===== config.mk =====
export PLATFORM = sky130hd
export DESIGN_NAME = ipb_bank
export DESIGN_NICKNAME = d
export VERILOG_FILES = /design/src/hw/ipb_pkg.sv /design/src/hw/ipb_bank.sv
export SDC_FILE = /design/constraint.sdc
export NUM_CORES = 1
export LEC_CHECK = 0
export ABC_AREA = 1
export BUFFER_PORTS_ARGS = -buffer_cell sky130_fd_sc_hd__buf_2
export CORE_MARGIN = 8
export CORE_UTILIZATION = 50
export CTS_BUF_LIST = sky130_fd_sc_hd__clkbuf_16
export CTS_CLUSTER_SIZE = 16
export DETAILED_ROUTE_END_ITERATION = 8
export PLACE_DENSITY = 0.76
export SLEW_MARGIN = 20
export SYNTH_ARGS = -nofsm -noshare
export SYNTH_HDL_FRONTEND = slang
export SYNTH_SLANG_ARGS = --single-unit
export TNS_END_PERCENT = 50

===== constraint.sdc =====
create_clock -name i_clk -period 1.5 [get_ports i_clk]
set_input_delay 0 -clock i_clk [delete_from_list [all_inputs] [get_ports i_clk]]
set_output_delay 0 -clock i_clk [all_outputs]
set_load 0.01 [all_outputs]

===== src/hw/ipb_pkg.sv =====
// Package: register map, reset values and field layout of the priority bank
package ipb_pkg;

  localparam int unsigned IPB_NREG = 6;
  localparam int unsigned IPB_NSRC = 20;
  localparam int unsigned IPB_FW   = 3;
  localparam int unsigned IPB_AW   = 8;

  // Byte addresses on the register bus
  localparam logic [IPB_AW-1:0] IPB_OFF_TIMER2_OC2_IC2_DMA0 = 8'h00;
  localparam logic [IPB_AW-1:0] IPB_OFF_UART1RX_SPI1_TIMER3 = 8'h04;
  localparam logic [IPB_AW-1:0] IPB_OFF_DMA1_ADC1_UART1TX   = 8'h08;
  localparam logic [IPB_AW-1:0] IPB_OFF_CHANGE_CMP_I2C1     = 8'h0c;
  localparam logic [IPB_AW-1:0] IPB_OFF_EXTERNAL1           = 8'h10;
  localparam logic [IPB_AW-1:0] IPB_OFF_TIMER4_OC4_OC3_DMA2 = 8'h14;

  localparam logic [2:0] IPB_MISS = 3'h7;

  typedef logic [IPB_FW-1:0]  ipb_prio_t;
  typedef logic [5:0][15:0]   ipb_bank_t;

  // Implemented bits per register, index 5 first
  localparam ipb_bank_t IPB_MASK = {16'h7777, 16'h0007, 16'h7777, 16'h0777, 16'h7777, 16'h7777};
  // Every implemented field resets to level 4
  localparam ipb_bank_t IPB_RST  = {16'h4444, 16'h0004, 16'h4444, 16'h0444, 16'h4444, 16'h4444};

  localparam ipb_prio_t IPB_PRIO_OFF = 3'h0;
  localparam ipb_prio_t IPB_PRIO_MIN = 3'h1;
  localparam ipb_prio_t IPB_PRIO_MAX = 3'h7;

  localparam int unsigned IPB_F3 = 12;
  localparam int unsigned IPB_F2 = 8;
  localparam int unsigned IPB_F1 = 4;
  localparam int unsigned IPB_F0 = 0;

  localparam logic [1:0] IPB_RESP_OKAY   = 2'h0;
  localparam logic [1:0] IPB_RESP_SLVERR = 2'h2;

  typedef struct packed {
    ipb_prio_t timer2_prio;
    ipb_prio_t outcmp2_prio;
    ipb_prio_t incap2_prio;
    ipb_prio_t dma_ch0_prio;
    ipb_prio_t uart1_rx_prio;
    ipb_prio_t spi1_tx_prio;
    ipb_prio_t spi1_general_prio;
    ipb_prio_t timer3_prio;
    ipb_prio_t dma_ch1_prio;
    ipb_prio_t adc1_prio;
    ipb_prio_t uart1_tx_prio;
    ipb_prio_t change_notify_prio;
    ipb_prio_t comparator_prio;
    ipb_prio_t i2c1_master_prio;
    ipb_prio_t i2c1_slave_prio;
    ipb_prio_t ext_irq1_prio;
    ipb_prio_t timer4_prio;
    ipb_prio_t outcmp4_prio;
    ipb_prio_t outcmp3_prio;
    ipb_prio_t dma_ch2_prio;
  } ipb_prio_s;

endpackage : ipb_pkg


===== src/hw/ipb_bank.sv =====
// Interrupt priority bank: six priority registers behind an AXI4-Lite slave
// How it works
// Field 111 ranks source at top level 7
// Field 001 is level 1, others in between
// Field 000 disables the source entirely
// Reset loads every field with 100
// Unimplemented bits read zero, ignore writes
// Register 1: timer2, oc2, ic2, dma0 fields
// Register 2: uart1 rx, spi1 tx/general, timer3
// Register 3: dma1, adc1, uart1 tx
// Register 4: change notify, comparator, i2c1 pair
// Register 5: external interrupt 1 only
// Register 6: timer4, oc4, oc3, dma2 fields
// Fields drive arbitration, writes visible next cycle
//
// Decided for this implementation: the AXI4-Lite interface to the registers and the address map.
`timescale 1ns/100ps
`default_nettype none

module ipb_bank (
  input  wire logic                       i_clk,
  input  wire logic                       i_nrst,
  input  wire logic [ipb_pkg::IPB_AW-1:0] i_awaddr,
  input  wire logic                       i_awvalid,
  output logic                            o_awready,
  input  wire logic [31:0]                i_wdata,
  input  wire logic [3:0]                 i_wstrb,
  input  wire logic                       i_wvalid,
  output logic                            o_wready,
  output logic [1:0]                      o_bresp,
  output logic                            o_bvalid,
  input  wire logic                       i_bready,
  input  wire logic [ipb_pkg::IPB_AW-1:0] i_araddr,
  input  wire logic                       i_arvalid,
  output logic                            o_arready,
  output logic [31:0]                     o_rdata,
  output logic [1:0]                      o_rresp,
  output logic                            o_rvalid,
  input  wire logic                       i_rready,
  output ipb_pkg::ipb_prio_s              o_prio,
  output logic [ipb_pkg::IPB_NSRC-1:0]    o_src_en
);
  import ipb_pkg::*;

  ipb_bank_t          bank_q;
  ipb_bank_t          bank_d;
  logic [IPB_NSRC-1:0] en_q;
  logic               aw_held_q;
  logic [IPB_AW-1:0]  awaddr_q;
  logic               w_held_q;
  logic [15:0]        wdata_q;
  logic [1:0]         wstrb_q;
  logic               awready_q;
  logic               wready_q;
  logic               bvalid_q;
  logic [1:0]         bresp_q;
  logic               arready_q;
  logic               rvalid_q;
  logic [31:0]        rdata_q;
  logic [1:0]         rresp_q;
  logic               wr_go;
  logic [2:0]         wr_idx;
  logic [2:0]         rd_idx;

  function automatic logic [2:0] reg_index(input logic [IPB_AW-1:0] a);
    logic [2:0] idx;
    if (a == IPB_OFF_TIMER2_OC2_IC2_DMA0) begin
      idx = 3'h0;
    end else if (a == IPB_OFF_UART1RX_SPI1_TIMER3) begin
      idx = 3'h1;
    end else if (a == IPB_OFF_DMA1_ADC1_UART1TX) begin
      idx = 3'h2;
    end else if (a == IPB_OFF_CHANGE_CMP_I2C1) begin
      idx = 3'h3;
    end else if (a == IPB_OFF_EXTERNAL1) begin
      idx = 3'h4;
    end else if (a == IPB_OFF_TIMER4_OC4_OC3_DMA2) begin
      idx = 3'h5;
    end else begin
      idx = IPB_MISS;
    end
    return idx;
  endfunction : reg_index

  // Fields placed per register layout
  function automatic ipb_prio_s unpack(input ipb_bank_t b);
    ipb_prio_s p;
    p.timer2_prio        = b[0][IPB_F3 +: IPB_FW];
    p.outcmp2_prio       = b[0][IPB_F2 +: IPB_FW];
    p.incap2_prio        = b[0][IPB_F1 +: IPB_FW];
    p.dma_ch0_prio       = b[0][IPB_F0 +: IPB_FW];
    p.uart1_rx_prio      = b[1][IPB_F3 +: IPB_FW];
    p.spi1_tx_prio       = b[1][IPB_F2 +: IPB_FW];
    p.spi1_general_prio  = b[1][IPB_F1 +: IPB_FW];
    p.timer3_prio        = b[1][IPB_F0 +: IPB_FW];
    p.dma_ch1_prio       = b[2][IPB_F2 +: IPB_FW];
    p.adc1_prio          = b[2][IPB_F1 +: IPB_FW];
    p.uart1_tx_prio      = b[2][IPB_F0 +: IPB_FW];
    p.change_notify_prio = b[3][IPB_F3 +: IPB_FW];
    p.comparator_prio    = b[3][IPB_F2 +: IPB_FW];
    p.i2c1_master_prio   = b[3][IPB_F1 +: IPB_FW];
    p.i2c1_slave_prio    = b[3][IPB_F0 +: IPB_FW];
    p.ext_irq1_prio      = b[4][IPB_F0 +: IPB_FW];
    p.timer4_prio        = b[5][IPB_F3 +: IPB_FW];
    p.outcmp4_prio       = b[5][IPB_F2 +: IPB_FW];
    p.outcmp3_prio       = b[5][IPB_F1 +: IPB_FW];
    p.dma_ch2_prio       = b[5][IPB_F0 +: IPB_FW];
    return p;
  endfunction : unpack

  // A source takes part in arbitration unless its level is zero
  function automatic logic [IPB_NSRC-1:0] enables(input ipb_prio_s p);
    logic [IPB_NSRC*IPB_FW-1:0] flat;
    logic [IPB_NSRC-1:0]        en;
    flat = p;
    for (int i = 0; i < IPB_NSRC; i++) begin
      en[i] = (flat[i*IPB_FW +: IPB_FW] != IPB_PRIO_OFF);
    end
    return en;
  endfunction : enables

  assign wr_go  = aw_held_q && w_held_q && !bvalid_q;
  assign wr_idx = reg_index(awaddr_q);
  assign rd_idx = reg_index(i_araddr);

  // Write address channel
  always_ff @(posedge i_clk or negedge i_nrst) begin
    if (!i_nrst) begin
      aw_held_q <= 1'b0;
      awaddr_q  <= '0;
      awready_q <= 1'b0;
    end else if (i_awvalid && awready_q) begin
      aw_held_q <= 1'b1;
      awaddr_q  <= i_awaddr;
      awready_q <= 1'b0;
    end else if (wr_go) begin
      aw_held_q <= 1'b0;
    end else if (!aw_held_q && !bvalid_q) begin
      awready_q <= 1'b1;
    end
  end

  // Write data channel; only the low half carries register bits
  always_ff @(posedge i_clk or negedge i_nrst) begin
    if (!i_nrst) begin
      w_held_q <= 1'b0;
      wdata_q  <= '0;
      wstrb_q  <= '0;
      wready_q <= 1'b0;
    end else if (i_wvalid && wready_q) begin
      w_held_q <= 1'b1;
      wdata_q  <= i_wdata[15:0];
      wstrb_q  <= i_wstrb[1:0];
      wready_q <= 1'b0;
    end else if (wr_go) begin
      w_held_q <= 1'b0;
    end else if (!w_held_q && !bvalid_q) begin
      wready_q <= 1'b1;
    end
  end

  // Write response
  always_ff @(posedge i_clk or negedge i_nrst) begin
    if (!i_nrst) begin
      bvalid_q <= 1'b0;
      bresp_q  <= IPB_RESP_OKAY;
    end else if (wr_go) begin
      bvalid_q <= 1'b1;
      bresp_q  <= (wr_idx == IPB_MISS) ? IPB_RESP_SLVERR : IPB_RESP_OKAY;
    end else if (bvalid_q && i_bready) begin
      bvalid_q <= 1'b0;
    end
  end

  // Byte-lane merge, masked to implemented bits
  always_comb begin
    bank_d = bank_q;
    if (wr_go && wr_idx != IPB_MISS) begin
      for (int b = 0; b < 2; b++) begin
        if (wstrb_q[b]) begin
          bank_d[wr_idx][b*8 +: 8] = wdata_q[b*8 +: 8];
        end
      end
      bank_d[wr_idx] = bank_d[wr_idx] & IPB_MASK[wr_idx];
    end
  end

  // Priority storage
  always_ff @(posedge i_clk or negedge i_nrst) begin
    if (!i_nrst) begin
      bank_q <= IPB_RST;
    end else begin
      bank_q <= bank_d;
    end
  end

  // Enable flags track the stored fields in the same cycle
  always_ff @(posedge i_clk or negedge i_nrst) begin
    if (!i_nrst) begin
      en_q <= '1;
    end else begin
      en_q <= enables(unpack(bank_d));
    end
  end

  // Read channel
  always_ff @(posedge i_clk or negedge i_nrst) begin
    if (!i_nrst) begin
      arready_q <= 1'b0;
      rvalid_q  <= 1'b0;
      rdata_q   <= '0;
      rresp_q   <= IPB_RESP_OKAY;
    end else if (i_arvalid && arready_q) begin
      arready_q <= 1'b0;
      rvalid_q  <= 1'b1;
      if (rd_idx == IPB_MISS) begin
        rdata_q <= '0;
        rresp_q <= IPB_RESP_SLVERR;
      end else begin
        rdata_q <= {16'h0000, bank_q[rd_idx]};
        rresp_q <= IPB_RESP_OKAY;
      end
    end else if (rvalid_q && i_rready) begin
      rvalid_q <= 1'b0;
    end else if (!rvalid_q) begin
      arready_q <= 1'b1;
    end
  end

  assign o_awready = awready_q;
  assign o_wready  = wready_q;
  assign o_bvalid  = bvalid_q;
  assign o_bresp   = bresp_q;
  assign o_arready = arready_q;
  assign o_rvalid  = rvalid_q;
  assign o_rdata   = rdata_q;
  assign o_rresp   = rresp_q;
  assign o_prio    = unpack(bank_q); // see R1 see R2
  assign o_src_en  = en_q;

  // Checks
  logic fresh_q;
  always_ff @(posedge i_clk or negedge i_nrst) begin
    if (!i_nrst) begin
      fresh_q <= 1'b0;
    end else begin
      fresh_q <= 1'b1;
    end
  end
endmodule : ipb_bank

`default_nettype wire


# Word level (Yosys, flattened, before mapping)

Memory sizes are Yosys's and may differ from the RTL's.
Index checks and enable logic that the tools add are counted.

Register bits: 185
Memories kept: 1
Output and inout bits: 121
Bits of input ports: 59
Memory bits (read-only): 128

Memories:

| memory          | words | width | rd ports | clocked after memory_dff | write ports | line            | text |
|---|---|---|---|---|---|---|---|
| (no name shown) | 8     | 16    | 1        | 0                        | 0           | ipb_bank.sv:184 | `bank_d[wr_idx] = bank_d[wr_idx] & IPB_MASK[wr_idx];` |

Order comparisons: 3
Bitwise gates (word level): 1
Multiplexer cells: 50
Equal/unequal tests: 17
Reductions and logical operators: 45

Operators with widths:

| operator           | number |
|---|---|
| $mux 96            | 4 |
| $bwmux 96          | 3 |
| $demux 16 s3       | 3 |
| $bmux 16 s3        | 2 |
| $mux 16            | 6 |
| $mux 95            | 1 |
| $reduce_bool 3->1  | 20 |
| $eq 8x4->1 const B | 4 |
| $eq 8x5->1 const B | 4 |
| $mux 3             | 8 |
| $and 16x16->16     | 1 |
| $eq 8x3->1 const B | 2 |
| $logic_not 8->1    | 2 |
| $mux 1             | 16 |
| $mux 2             | 6 |
| $reduce_bool 2->1  | 6 |
| $logic_and 1x1->1  | 11 |
| $lt 3x4->1 const B | 2 |
| $mux 8             | 1 |
| $eq 3x3->1 const B | 2 |
| $ne 2x1->1 const B | 3 |
| $reduce_and 2->1   | 3 |
| $ge 3x1->1 const B | 1 |
| $logic_not 1->1    | 3 |
| other kinds (2)    | 2 |

# Logic depth before layout (Yosys ltp)

Depth after elaboration: 23
Depth in mapped cells: 13
Mapped depth without buffers: 12

# Worst setup path after synthesis

No wires, ideal clock.

Path type: register -> register
Start: register awaddr_q[7]
End: register bank_q (netlist bit o_prio[42])
Data arrival time: 1,544 ps
Stages on the path, launching flop included: 12
Clock period less this slack: 1,665 ps
Required time: 1,379 ps
Setup slack: -165 ps
Cells stage by stage: dfrtp_1 nor2_2 nand2_1 clkinv_1 nand2_1 nand3_1 nand2_1 inv_2 clkbuf_1 nor2_1 a21oi_1 inv_1

RTL lines:

| element                | line            | text |
|---|---|---|
| start, declared        | ipb_bank.sv:49  | `logic [IPB_AW-1:0] awaddr_q;` |
| start signal, assigned | ipb_bank.sv:134 | `awaddr_q <= i_awaddr;` |
| end signal, assigned   | ipb_bank.sv:193 | `bank_q <= bank_d;` |
| end, declared          | ipb_bank.sv:45  | `ipb_bank_t bank_q;` |

==> results by group <==
Logic synthesis
  • Async S/R FF share, synth: 1.000
  • Mapped Area: between 8000 and 9000 um^2
  • Synth cell count leaders: nand2_1, inv_1, nor2_1
  • Most frequent cell after synthesis: nand2_1
  • Yosys reg bits: approximately 160
  • Ranking of synthesized cells by area: dfrtp_1, nand2_1, dfstp_2
  • Leading area contributor after synthesis: dfrtp_1
  • Synth top area share: 0.3432
  • Post-synth EDFFs: 0
  • Yosys cell types: 29
  • Post-Synthesis Cells: 1242
  • Post-synthesis sequential area ratio: 0.4604
  • Syn. warnings: 0
  • Mean Syn Cell Area: between 7 and 8 um^2
  • Primary FF master, synth: dfrtp_1

Finish
  • Synth-to-layout area growth: 29.31%
  • Ant. Diodes: 0
  • Final Net Count: approximately 1500
  • Post-route design area: roughly 12000 um^2
  • Layout cells sized above 1: 0.2826

Detailed routing
  • Pre-antenna DRT Iters: 6
  • Via/cell ratio: about 5.3
  • Initial DRC count: around 1000
  • Total Wirelength: a little under 30 mm
  • Total vias in the final route: approximately 8800
  • DR WL/cell: between 15 and 20 um
  • Antenna-violating nets left: 0
  • Residual DRC count: 0

Power
  • Power density over the cells: 1425 nW/um^2
  • Max rail drop VDD: 1149 uV
  • Leak: 6.352 nW

Timing
  • Crit share post-route: 1.214
  • Fmax: 549.0 MHz
  • Final hold violation count: 0
  • WHS: 33.13 ps
  • Max Slew Vio Count: 0
  • Clk_skew: around 11 ps
  • RSZ-0062 raised after global routing: yes
  • Tmin final: 1822 ps
  • Setup WS post-layout: -321.6 ps
  • Final setup fails: ~100

Floorplan
  • Core footprint: approximately 18000 um^2
  • Die X: around 150 um
  • Initial Util: 0.5044
  • Rows: 49
  • Die H: between 100 and 150 um
  • Die area: 22480 um^2
  • Ports: 180

Setup path
  • Crit path DAT: around 2200 ps
  • Critical path class: flop to flop
  • Crit. End Element: flop
  • Crit start category: flop
  • Worst-path maximum fanout: 9
  • WP data required: between 1500 and 2000 ps

Place
  • PortBufs: between 100 and 150
  • Post-DP Area: 10050 um^2
  • DP HPWL: roughly 20 mm
  • Final GP Congestion: 0.8856

Global routing
  • Antenna violations before repair: 0
  • Number of global-route vias before repair: ~8400
  • Largest net degree at the start of global routing: 54
  • Total GRT Usage: 0.2542
  • Global-route wire length before repair: approximately 44 mm
  • Gr ovfl total: 0

Outcome
  • Failing checks: negative setup slack
  • Status: complete, but fails checks

Clock network
  • Clock Sinks: 163
  • Maximum clock insertion buffer count: 2
  • Root Buffer: clkbuf_16
  • CTS HTree Levels: 4
  • CTS Buf Count: 17
  • TritonCTS clock tree: built
  • Clock slew at reported path FFs: roughly 70 ps
  • Clk_lat worst skew: about 440 ps

Worst hold path
  • Worst hold path class: input pin to flop

Job
  • Max Cap Viol: 0
worst max-delay path, cell delays in order, from the launching register on:
cell and delay, ps:
dfrtp_1 440, nor2_4 70, nand2_4 110, clkinv_4 90, nand2_4 90, nand3_2 100, nand2_4 130, clkinv_8 110
buf_12 140, buf_16 140, nand2_1 90, nand2_2 70, nor2_2 90, nand2_1 70
timing repair:
action,4_1_cts,5_1_grt
setup buffers,9,6
resized for setup,98,48
hold buffers,27,0
pin swaps,28,17
endpoints found under the setup margin,102,117
gates cloned,3,1
hold endpoints to repair,161,0
power by group:
| group | internal, W | switching [W] |
|---|---|---|
| Sequential | 0.00533 | 0.000777 |
| Clock | 0.00274 | 0.00180 |
| Combinational | 0.00231 | 0.00356 |
| Total | 0.0104 | 0.00614 |
area by class of cell:
cell class / instances / area [um^2]
Multi-Input combinational cell: 776 / 3781
Tap cell: 229 / 286.5
Fill cell: 1477 / 6183
Timing Repair Buffer: 268 / 2053
Clock inverter: 15 / 172.7
Inverter: 194 / 748.2
Clock buffer: 17 / 425.4
Sequential cell: 163 / 4129
kinds of logic (layout without fill, tap and decap cells):
group                  Yosys count  count (layout)  synth area share
flip-flops                     163             163            0.4604
AND/OR/NAND/NOR                603             604            0.2752
other                            1              18         0.0004182
buffers and inverters          321             494            0.1727
AO/OA/AOI/OAI                  154             154           0.09125
per-layer routing:
metal	vias to the layer above	wire length [um]	GRT usage
met1	4137	11540	0.3263
met4	0	1128	0.1079
met5	-	0	0
li1	4097	-	-
met2	473	13510	0.4077
met3	84	2837	0.05564
sequential cells by signal, summed over array words and instances, names as in the netlist:
name / flops
o_rdata: 16
o_rresp: 1
o_src_en: 20
bank_q: 36
aw_held_q: 1
awaddr_q: 8
wstrb_q: 2
o_bvalid: 1
o_prio: 60
o_rvalid: 1
o_bresp: 1
o_awready: 1
o_wready: 1
w_held_q: 1
wdata_q: 12
o_arready: 1
placed cells by master, fill, tap and decap left out, types with 7 or more instances in the layout:
cell,n
a21oi_1,12
nor2_1,99
buf_2,138
o21ai_1,26
clkbuf_16,18
nand3_1,60
nor2_4,15
buf_4,73
clkinv_1,7
dfrtp_1,123
dlygate4sd3_1,27
nand4_1,28
o21ai_0,81
nor2_2,20
dfstp_2,40
inv_1,184
nand2_4,10
inv_2,7
o211ai_1,14
nand2_1,341
o21ai_2,9
buf_12,16
conb_1,18
nand2_2,12
buf_6,9
worst paths after layout:
path / startpoint / endpoint / slack, ps / cells after the start
worst max-delay path: awaddr_q[5] / o_src_en[13] / -320 / 13
worst min-delay path: i_arvalid / o_rvalid / 30 / 4
worst max register to register: awaddr_q[5] / o_src_en[13] / -320 / 13
worst min register to register: bank_q[91] / bank_q[91] / 470 / 2
max in group asynchronous: i_nrst / o_src_en[6] / 750 / 3
min in group asynchronous: i_nrst / bank_q[55] / 40 / 2
through the flow:
stage            util  instances  total power (W)  setup TNS (ps)  worst slack, ps
2_1_floorplan       -       1259         0.008722           -2460           -86.38
3_3_place_gp   0.5654       1584          0.01059          -12990           -376.9
3_5_place_dp   0.5654       1584          0.01070          -16560           -410.5
5_1_grt        0.6522       1662          0.01726          -28970           -401.2
4_1_cts        0.6405       1655          0.01600          -12610           -207.7
6_report       0.6522       1662          0.01652          -20190           -321.6
No activity file was read; power rests on OpenSTA's default activity.
